===== src/ftb_regs.vh =====
// Purpose: constants for the flow totalizer, batch and setpoint block
// Assumes: 50 MHz system clock, 1000 measurement samples per second
// Notes: all counts are derived here so every file shares one value
`ifndef FTB_REGS_VH
`define FTB_REGS_VH
`define FTB_CLK_HZ 50000000
`define FTB_SAMPLE_HZ 1000
`define FTB_SAMPLE_DIV (`FTB_CLK_HZ / `FTB_SAMPLE_HZ)
`define FTB_TOT_MAX 24'h98967f
`define FTB_HOURS_MAX 14'h270f
`define FTB_MINSEC_MAX 6'h3b
`define FTB_FRAC_SHIFT 16
`endif


===== src/ftb_secwait.v =====
// Purpose: seconds counter that reports when a limit has been reached
// Assumes: sec_i is a one-cycle pulse per second
// Notes: a limit of zero means never, which gives an infinite wait
`timescale 1ns/100ps
module ftb_secwait #(
   parameter W = 16
) (
   input wire mclk_i,
   input wire arst_n_i,
   input wire run_i,
   input wire clr_i,
   input wire sec_i,
   input wire [W-1:0] lim_i,
   output wire hit_o
);
   reg [W-1:0] cnt_ff;

   // Saturating count so a long wait never wraps back below the limit
   always @(posedge mclk_i or negedge arst_n_i) begin
      if (!arst_n_i) begin
         cnt_ff <= {W{1'b0}};
      end else if (clr_i || !run_i) begin
         cnt_ff <= {W{1'b0}};
      end else if (sec_i && (cnt_ff != {W{1'b1}})) begin
         cnt_ff <= cnt_ff + 1'b1;
      end
   end

   assign hit_o = run_i && (lim_i != {W{1'b0}}) && (cnt_ff >= lim_i);
endmodule


===== src/ftb_tick.v =====
// Purpose: counts increments and pulses once every DIV of them
// Assumes: inc_i and clr_i come from logic on mclk_i
// Notes: clr_i restarts the count so a phase can be realigned
`timescale 1ns/100ps
module ftb_tick #(
   parameter W = 16,
   parameter DIV = 50000
) (
   input wire mclk_i,
   input wire arst_n_i,
   input wire clr_i,
   input wire inc_i,
   output reg tick_o
);
   // Terminal count cut to the counter width on purpose
   localparam integer LAST_I = DIV - 1;
   localparam [W-1:0] LAST = LAST_I[W-1:0];
   reg [W-1:0] cnt_ff;

   // Count and emit a one-cycle pulse at the wrap
   always @(posedge mclk_i or negedge arst_n_i) begin
      if (!arst_n_i) begin
         cnt_ff <= {W{1'b0}};
         tick_o <= 1'b0;
      end else if (clr_i) begin
         cnt_ff <= {W{1'b0}};
         tick_o <= 1'b0;
      end else begin
         tick_o <= inc_i && (cnt_ff == LAST);
         if (inc_i) begin
            cnt_ff <= (cnt_ff == LAST) ? {W{1'b0}} : cnt_ff + 1'b1;
         end
      end
   end
endmodule


===== src/ftb_top.v =====
// Purpose: flow totalizer, elapsed timer, batch control, setpoint handling
// Assumes: all inputs come from logic on mclk_i, none from raw pins
// Notes: ramp generation, control loop and display are outside this block
`timescale 1ns/100ps
`include "ftb_regs.vh"
module ftb_top #(
   parameter SAMPLE_DIV = `FTB_SAMPLE_DIV,
   parameter TOT_DIV = `FTB_SAMPLE_HZ,
   parameter SPW = 16
) (
   input wire mclk_i,
   input wire arst_n_i,
   input wire [15:0] flow_i,
   input wire [15:0] flow_ceiling_i,
   input wire freeze_mode_i,
   input wire tot_reset_i,
   input wire batch_wr_i,
   input wire [23:0] batch_val_i,
   input wire [23:0] nv_batch_i,
   input wire src_analog_i,
   input wire serial_sp_wr_i,
   input wire [SPW-1:0] serial_sp_i,
   input wire panel_sp_wr_i,
   input wire [SPW-1:0] panel_sp_i,
   input wire [SPW-1:0] setpoint_knob_i,
   input wire [SPW-1:0] full_scale_i,
   input wire [15:0] lim_lo_frac_i,
   input wire [15:0] lim_hi_frac_i,
   input wire bus_activity_i,
   input wire [15:0] bus_timeout_s_i,
   input wire bus_timeout_zero_i,
   input wire pu_fixed_i,
   input wire [SPW-1:0] pu_fixed_sp_i,
   input wire [SPW-1:0] nv_sp_i,
   input wire ramp_jump_i,
   input wire autotare_en_i,
   input wire [15:0] tare_delay_s_i,
   output reg [23:0] total_o,
   output reg total_overflow_indication_o,
   output reg missed_flow_error_o,
   output wire total_flash_o,
   output reg [13:0] hours_o,
   output reg [5:0] minutes_o,
   output reg [5:0] seconds_o,
   output reg [SPW-1:0] setpoint_o,
   output wire [SPW-1:0] flow_sp_o,
   output wire valve_close_o,
   output reg batch_done_o,
   output wire batch_active_o,
   output reg [23:0] batch_size_o,
   output reg [23:0] remaining_o,
   output reg serial_err_o,
   output reg panel_err_o,
   output wire panel_block_o,
   output reg tare_req_o,
   output reg nv_sp_wr_o,
   output reg nv_batch_wr_o,
   output reg ramp_from_zero_o,
   output wire ramp_honor_o
);
   wire sample_tick;
   wire sec_tick;
   wire tare_hit;
   wire tmo_hit;
   reg init_done_ff;
   reg [15:0] frac_ff;
   reg tare_hit_ff;
   reg tmo_hit_ff;
   reg [15:0] flow_clip;
   reg clipped;
   reg [16:0] sum;
   reg [16:0] inc;
   reg [24:0] tot_add;
   reg [23:0] nxt_total;
   reg nxt_ovf_evt;
   reg [SPW-1:0] lim_lo;
   reg [SPW-1:0] lim_hi;
   reg [SPW-1:0] knob_clamped;
   reg [31:0] prod_lo;
   reg [31:0] prod_hi;
   reg serial_ok;
   reg panel_ok;
   reg timer_max;

   // 1 kHz measurement strobe, from which the whole block keeps time
   ftb_tick #(.W(16), .DIV(SAMPLE_DIV)) u_sample (
      .mclk_i(mclk_i),
      .arst_n_i(arst_n_i),
      .clr_i(1'b0),
      .inc_i(1'b1),
      .tick_o(sample_tick)
   );

   // Seconds from samples; restarted by totalizer reset so timer starts clean
   ftb_tick #(.W(10), .DIV(`FTB_SAMPLE_HZ)) u_sec (
      .mclk_i(mclk_i),
      .arst_n_i(arst_n_i),
      .clr_i(tot_reset_i),
      .inc_i(sample_tick),
      .tick_o(sec_tick)
   );

   // Zero-setpoint dwell before an automatic tare
   ftb_secwait #(.W(16)) u_tare (
      .mclk_i(mclk_i),
      .arst_n_i(arst_n_i),
      .run_i(autotare_en_i && (setpoint_o == {SPW{1'b0}})),
      .clr_i(1'b0),
      .sec_i(sec_tick),
      .lim_i(tare_delay_s_i),
      .hit_o(tare_hit)
   );

   // Idle fieldbus watchdog; any activity restarts it
   ftb_secwait #(.W(16)) u_tmo (
      .mclk_i(mclk_i),
      .arst_n_i(arst_n_i),
      .run_i(1'b1),
      .clr_i(bus_activity_i),
      .sec_i(sec_tick),
      .lim_i(bus_timeout_s_i),
      .hit_o(tmo_hit)
   );

   // Batch gating: flow setpoint forced to zero once the total reaches a nonzero batch size
   assign batch_active_o = (batch_size_o != 24'h000000);
   assign valve_close_o = batch_active_o &&
                          (total_o >= batch_size_o);
   assign flow_sp_o = valve_close_o ? {SPW{1'b0}} : setpoint_o;
   assign total_flash_o = missed_flow_error_o;
   assign panel_block_o = src_analog_i;
   assign ramp_honor_o = ~ramp_jump_i;

   // Limits scale with full scale, so a variable change keeps percentages
   always @* begin
      prod_lo = full_scale_i * lim_lo_frac_i;
      prod_hi = full_scale_i * lim_hi_frac_i;
      lim_lo = prod_lo[`FTB_FRAC_SHIFT +: SPW];
      lim_hi = prod_hi[`FTB_FRAC_SHIFT +: SPW];
      if (setpoint_knob_i < lim_lo) begin
         knob_clamped = lim_lo;
      end else if (setpoint_knob_i > lim_hi) begin
         knob_clamped = lim_hi;
      end else begin
         knob_clamped = setpoint_knob_i;
      end
      serial_ok = (serial_sp_i >= lim_lo) && (serial_sp_i <= lim_hi);
      panel_ok = (panel_sp_i >= lim_lo) && (panel_sp_i <= lim_hi);
   end

   // Accumulation step: ceiling clip, then rate times sample period
   always @* begin
      clipped = (flow_i > flow_ceiling_i);
      flow_clip = clipped ? flow_ceiling_i : flow_i;
      sum = {1'b0, frac_ff} + {1'b0, flow_clip};
      inc = sum / TOT_DIV[16:0];
      tot_add = {1'b0, total_o} + {8'h00, inc};
      nxt_ovf_evt = (tot_add > {1'b0, `FTB_TOT_MAX});
      if (!nxt_ovf_evt) begin
         nxt_total = tot_add[23:0];
      end else if (freeze_mode_i) begin
         nxt_total = `FTB_TOT_MAX;
      end else begin
         nxt_total = 24'h000000;
      end
   end

   // Totalizer: counts on every sample tick unless frozen at max, whether or not the valve is closed
   always @(posedge mclk_i or negedge arst_n_i) begin
      if (!arst_n_i) begin
         total_o <= 24'h000000;
         frac_ff <= 16'h0000;
         total_overflow_indication_o <= 1'b0;
         missed_flow_error_o <= 1'b0;
      end else if (tot_reset_i) begin
         total_o <= 24'h000000;
         frac_ff <= 16'h0000;
         total_overflow_indication_o <= 1'b0;
         missed_flow_error_o <= 1'b0;
      end else if (sample_tick) begin
         // Freeze at max stops counting; flow is still measured
         if (!(freeze_mode_i && total_overflow_indication_o)) begin
            total_o <= nxt_total;
            frac_ff <= sum[15:0] - inc[15:0] * TOT_DIV[15:0];
         end
         if (nxt_ovf_evt) begin
            total_overflow_indication_o <= 1'b1;
         end
         if (clipped) begin
            missed_flow_error_o <= 1'b1;
         end
      end
   end

   // Elapsed timer, stopped by batch completion and pinned at its maximum
   always @* begin
      timer_max = (hours_o == `FTB_HOURS_MAX) &&
                  (minutes_o == `FTB_MINSEC_MAX) &&
                  (seconds_o == `FTB_MINSEC_MAX);
   end

   always @(posedge mclk_i or negedge arst_n_i) begin
      if (!arst_n_i) begin
         hours_o <= 14'h0000;
         minutes_o <= 6'h00;
         seconds_o <= 6'h00;
      end else if (tot_reset_i) begin
         hours_o <= 14'h0000;
         minutes_o <= 6'h00;
         seconds_o <= 6'h00;
      end else if (sec_tick && !valve_close_o && !timer_max) begin
         if (seconds_o != `FTB_MINSEC_MAX) begin
            seconds_o <= seconds_o + 6'h01;
         end else begin
            seconds_o <= 6'h00;
            if (minutes_o != `FTB_MINSEC_MAX) begin
               minutes_o <= minutes_o + 6'h01;
            end else begin
               minutes_o <= 6'h00;
               hours_o <= hours_o + 14'h0001;
            end
         end
      end
   end

   // Batch status; remaining shows zero once the batch is met
   always @(posedge mclk_i or negedge arst_n_i) begin
      if (!arst_n_i) begin
         batch_done_o <= 1'b0;
         remaining_o <= 24'h000000;
      end else begin
         batch_done_o <= valve_close_o;
         if (batch_active_o && !valve_close_o) begin
            remaining_o <= batch_size_o - total_o;
         end else begin
            remaining_o <= 24'h000000;
         end
      end
   end

   // Batch size: restored from storage once after reset, saved on change
   always @(posedge mclk_i or negedge arst_n_i) begin
      if (!arst_n_i) begin
         batch_size_o <= 24'h000000;
         nv_batch_wr_o <= 1'b0;
      end else if (!init_done_ff) begin
         batch_size_o <= nv_batch_i;
         nv_batch_wr_o <= 1'b0;
      end else begin
         nv_batch_wr_o <= batch_wr_i;
         if (batch_wr_i) begin
            batch_size_o <= batch_val_i;
         end
      end
   end

   // Setpoint: power-up load, then source arbitration and timeout override
   always @(posedge mclk_i or negedge arst_n_i) begin
      if (!arst_n_i) begin
         init_done_ff <= 1'b0;
         setpoint_o <= {SPW{1'b0}};
         serial_err_o <= 1'b0;
         panel_err_o <= 1'b0;
         nv_sp_wr_o <= 1'b0;
         tmo_hit_ff <= 1'b0;
      end else begin
         init_done_ff <= 1'b1;
         tmo_hit_ff <= tmo_hit;
         serial_err_o <= 1'b0;
         panel_err_o <= 1'b0;
         nv_sp_wr_o <= 1'b0;
         if (!init_done_ff) begin
            setpoint_o <= pu_fixed_i ? pu_fixed_sp_i : nv_sp_i;
         end else if (tmo_hit && !tmo_hit_ff && bus_timeout_zero_i) begin
            setpoint_o <= {SPW{1'b0}};
         end else if (src_analog_i) begin
            setpoint_o <= knob_clamped;
         end else if (serial_sp_wr_i) begin
            // Same-cycle clash goes to serial; otherwise latest wins
            if (serial_ok) begin
               setpoint_o <= serial_sp_i;
               nv_sp_wr_o <= ~pu_fixed_i;
            end else begin
               serial_err_o <= 1'b1;
            end
         end else if (panel_sp_wr_i) begin
            if (panel_ok) begin
               setpoint_o <= panel_sp_i;
               nv_sp_wr_o <= ~pu_fixed_i;
            end else begin
               panel_err_o <= 1'b1;
            end
         end
      end
   end

   // Tare request on the first second the dwell is met, once per zero spell
   always @(posedge mclk_i or negedge arst_n_i) begin
      if (!arst_n_i) begin
         tare_hit_ff <= 1'b0;
         tare_req_o <= 1'b0;
      end else begin
         tare_hit_ff <= tare_hit;
         tare_req_o <= tare_hit && !tare_hit_ff;
      end
   end

   // Ramp reference begins at zero after power-up until the first setpoint
   always @(posedge mclk_i or negedge arst_n_i) begin
      if (!arst_n_i) begin
         ramp_from_zero_o <= 1'b1;
      end else if (init_done_ff) begin
         ramp_from_zero_o <= 1'b0;
      end
   end
endmodule


===== config.mk =====
export PLATFORM = sky130hd
export DESIGN_NAME = ftb_top
export DESIGN_NICKNAME = d
export VERILOG_FILES = /design/src/ftb_secwait.v /design/src/ftb_tick.v /design/src/ftb_top.v
export VERILOG_INCLUDE_DIRS = /design/src
export SDC_FILE = /design/constraint.sdc
export NUM_CORES = 2
export LEC_CHECK = 0
export BUFFER_PORTS_ARGS = -buffer_cell sky130_fd_sc_hd__buf_2
export CORE_AREA = 4 4 305 337
export CTS_CLUSTER_SIZE = 40
export DETAILED_ROUTE_END_ITERATION = 12
export DIE_AREA = 0 0 309 341
export GPL_TIMING_DRIVEN = 0
export PLACE_DENSITY_LB_ADDON = 0.2
export SETUP_SLACK_MARGIN = 0.5
export SYNTH_ARGS = -nofsm -noshare
export SYNTH_HDL_FRONTEND = slang
export SYNTH_SLANG_ARGS = --single-unit
export TNS_END_PERCENT = 10

===== constraint.sdc =====
create_clock -name mclk_i -period 12.9 [get_ports mclk_i]
set_input_delay 1.935 -clock mclk_i [delete_from_list [all_inputs] [get_ports mclk_i]]
set_output_delay 1.935 -clock mclk_i [all_outputs]
set_load 0.01 [all_outputs]

==> flow_summary.json <==
{
  "setup_viol": 3,
  "drive_gt1_share_pct": 19.0,
  "crit_path_end_kind": "register",
  "rsz0062_at_grt": "true",
  "grt_overflow": 0,
  "worst_pin_slew_ns": 1.09,
  "ys_ff_latch": 202,
  "status": "finished with violations",
  "worstPathMaxFanout": 6,
  "synth.top_cell.area_share_pct": 23.7,
  "clkSinkCount": 202,
  "clockRootBuffer": "clkbuf_16",
  "clock_latency_ns": 0.57,
  "grt_pass1_wl_um": 177000,
  "fp.dieW_um": 309,
  "syn-mean-instance-area_um2": 8.63,
  "crit_type": "in2reg",
  "grt_use_met1_pct": 28.0,
  "regToRegSetupSlack_ns": 2.74,
  "cts_tree": "yes",
  "grt_max_degree": 104,
  "grt_busiest_layer": "met2",
  "synth_nets": 5120,
  "start_util_pct": 35.0,
  "yosys_warnings": 0,
  "die_height_um": 341,
  "fillers": 10102,
  "cp-start-kind": "primary input",
  "ctsLongestPathBuffers": 3,
  "finalClockSkew_ns": 0.0259,
  "hp-class": "reg2reg",
  "dp_hpwl_um": 91500,
  "drv_cap": 0,
  "coreArea_um2": 99000,
  "drc": 0,
  "slowest_stage": "fa_1",
  "fin_ws_ns": -0.0922,
  "synth_edf_count": 0,
  "met2_usage_pct": 37.1,
  "antenna_found_initial": 16,
  "timing.hold.ws_ns": 0.413,
  "cpMostUsedCell": "buf_6",
  "netlist_top_cells_area": "fa_1 24%, ha_1 16%, dfrtp_1 15%, inv_1 6.5%, nand2_1 5.2%",
  "synth_area_leader_cell": "fa_1",
  "worstPathArrival_ns": 13.45,
  "violations": "setup timing",
  "die-area_um2": 105000,
  "path_buf_inv": 12,
  "use_met3_pct": 2.54,
  "hold_viol": 0,
  "ioPinCount": 397,
  "cp_top_family": "compound AO/OA/AOI/OAI gates",
  "pre_cts_ws_ns": -2.41,
  "slowest_delay_ns": 0.53,
  "clk_pin_slew_worst_paths_ns": 0.07,
  "synth.most_common_cell": "inv_1",
  "fin_util_pct": 42.2,
  "grt_pass1_vias": 31077,
  "finalSetupTns_ns": -0.142,
  "slew_headroom_pct": 27.5,
  "wl_per_cell_um": 19.1,
  "async_flop_share_pct": 100,
  "num-nets-final": 5680,
  "drtPass1Iterations": 6,
  "drv_slew": 0,
  "area_delta_synth_final_pct": 20.6,
  "synth_cell_types": 102,
  "synthCells": 4016,
  "period_minus_slack_ns": 12.99,
  "synth_common_cells": "604 x inv_1, 479 x nand2_1, 441 x ha_1",
  "numCtsBuffers": 24,
  "vias_per_cell": 5.12,
  "track_usage_pct": 21.2,
  "drt-total-wl_um": 112000,
  "yosysSeqAreaShare_pct": 14.6,
  "ys.flop_type": "dfrtp_1",
  "syn_area_um2": 34600,
  "rows": 121,
  "first_iter_violations": 1423,
  "htree_levels": 1,
  "gp_congestion": 0.891,
  "fmax_mhz": 77.0,
  "period_share_pct": 101,
  "hold_buffers": 0,
  "portBuffers": 392,
  "ant_nets": 0,
  "cp.required_ns": 13.36,
  "num_vias": 30169
}
==> timing repair <==
action	4_1_cts	5_1_grt
pin swaps	123	89
gates cloned	3	0
setup endpoints to repair	50	49
buffers inserted	92	46
resized for setup	206	104
==> layout make-up <==
class	instances	area, um^2	share of cell area [%]
multi-input combinational	3057	28100	67.2
sequential	202	5060	12.1
timing repair buffer	534	3190	7.64
inverter	610	2320	5.55
tap	1291	1620	3.87
clock buffer	38	743	1.78
buffer	147	677	1.62
clock inverter	6	83.8	0.201
antenna	6	15.0	0.0359
==> stage by stage <==
step           std cells  cell area, um^2
2_1_floorplan       4016            34900
3_3_place_gp        5699            38500
3_5_place_dp        5700            38500
4_1_cts             5839            40900
5_1_grt             5886            41800
6_report            5891            41800
==> path summary, 6_finish.rpt <==
kind | startpoint | cells past startpoint | end
hold reg to reg | tare_hit_ff$_DFF_PN0_ | 1 | tare_req_o$_DFF_PN0_
setup / recovery | flow_ceiling_i[3] | 61 | frac_ff[15]$_DFFE_PN0P_
hold / removal | tare_hit_ff$_DFF_PN0_ | 1 | tare_req_o$_DFF_PN0_
setup reg to reg | frac_ff[0]$_DFFE_PN0P_ | 47 | frac_ff[15]$_DFFE_PN0P_
min in group asynchronous | arst_n_i | 1 | hours_o[9]$_DFFE_PN0P_
max in group asynchronous | arst_n_i | 2 | u_tmo.cnt_ff[12]$_DFFE_PN0P_
==> logic make-up (layout without fill, tap and decap cells) <==
kind of cell    after synthesis  count (layout)  share of synthesized area, %
fa+ha+maj                   853             853                          39.7
mux                         108             108                          3.25
buf+inv                     757            1335                          8.29
simple gates               1321            1321                          18.6
flops                       202             202                          14.6
compound gates              629             629                          11.9
other cells                   1               7                        0.0108
xor+xnor                    145             145                          3.71
==> metal layers <==
layer | routed length (um) | vias up
met1 | 48900 | 14973
li1 | - | 14344
met2 | 55100 | 701
met5 | 55 | -
met3 | 5470 | 143
met4 | 2780 | 8
==> state kept, by name, summed over array words and instances, names as in the netlist, 6 cells and up <==
register,flops
frac_ff,16
setpoint_o,16
u_tmo.cnt_ff,16
remaining_o,24
u_sample.cnt_ff,16
seconds_o,6
u_tare.cnt_ff,16
minutes_o,6
total_o,24
batch_size_o,24
u_sec.cnt_ff,10
hours_o,14
==> layout by cell type (no fill, tap or decap), drive strengths merged, types with 7 or more instances in the layout <==
master / n
or2: 18
and3: 42
or3: 19
xor2: 60
a211o: 7
o21a: 15
nand2b: 37
a21o: 93
dfrtp: 201
a31oi: 12
o21bai: 16
clkbuf: 174
clkinv: 7
mux2: 35
fa: 410
buf: 545
o31ai: 18
a221oi: 7
nand4: 52
a211oi: 15
o21ai: 168
and4: 8
nor2: 248
nor2b: 57
nor3: 63
nand3: 66
ha: 441
xnor2: 85
o22ai: 16
mux2i: 73
inv: 608
o211ai: 8
and2: 185
nand2: 480
a21oi: 169
nor4: 32
Power is left out: the tool's default activity adds up to more than one toggle a clock period on the data nets, which glitch-free logic cannot reach.
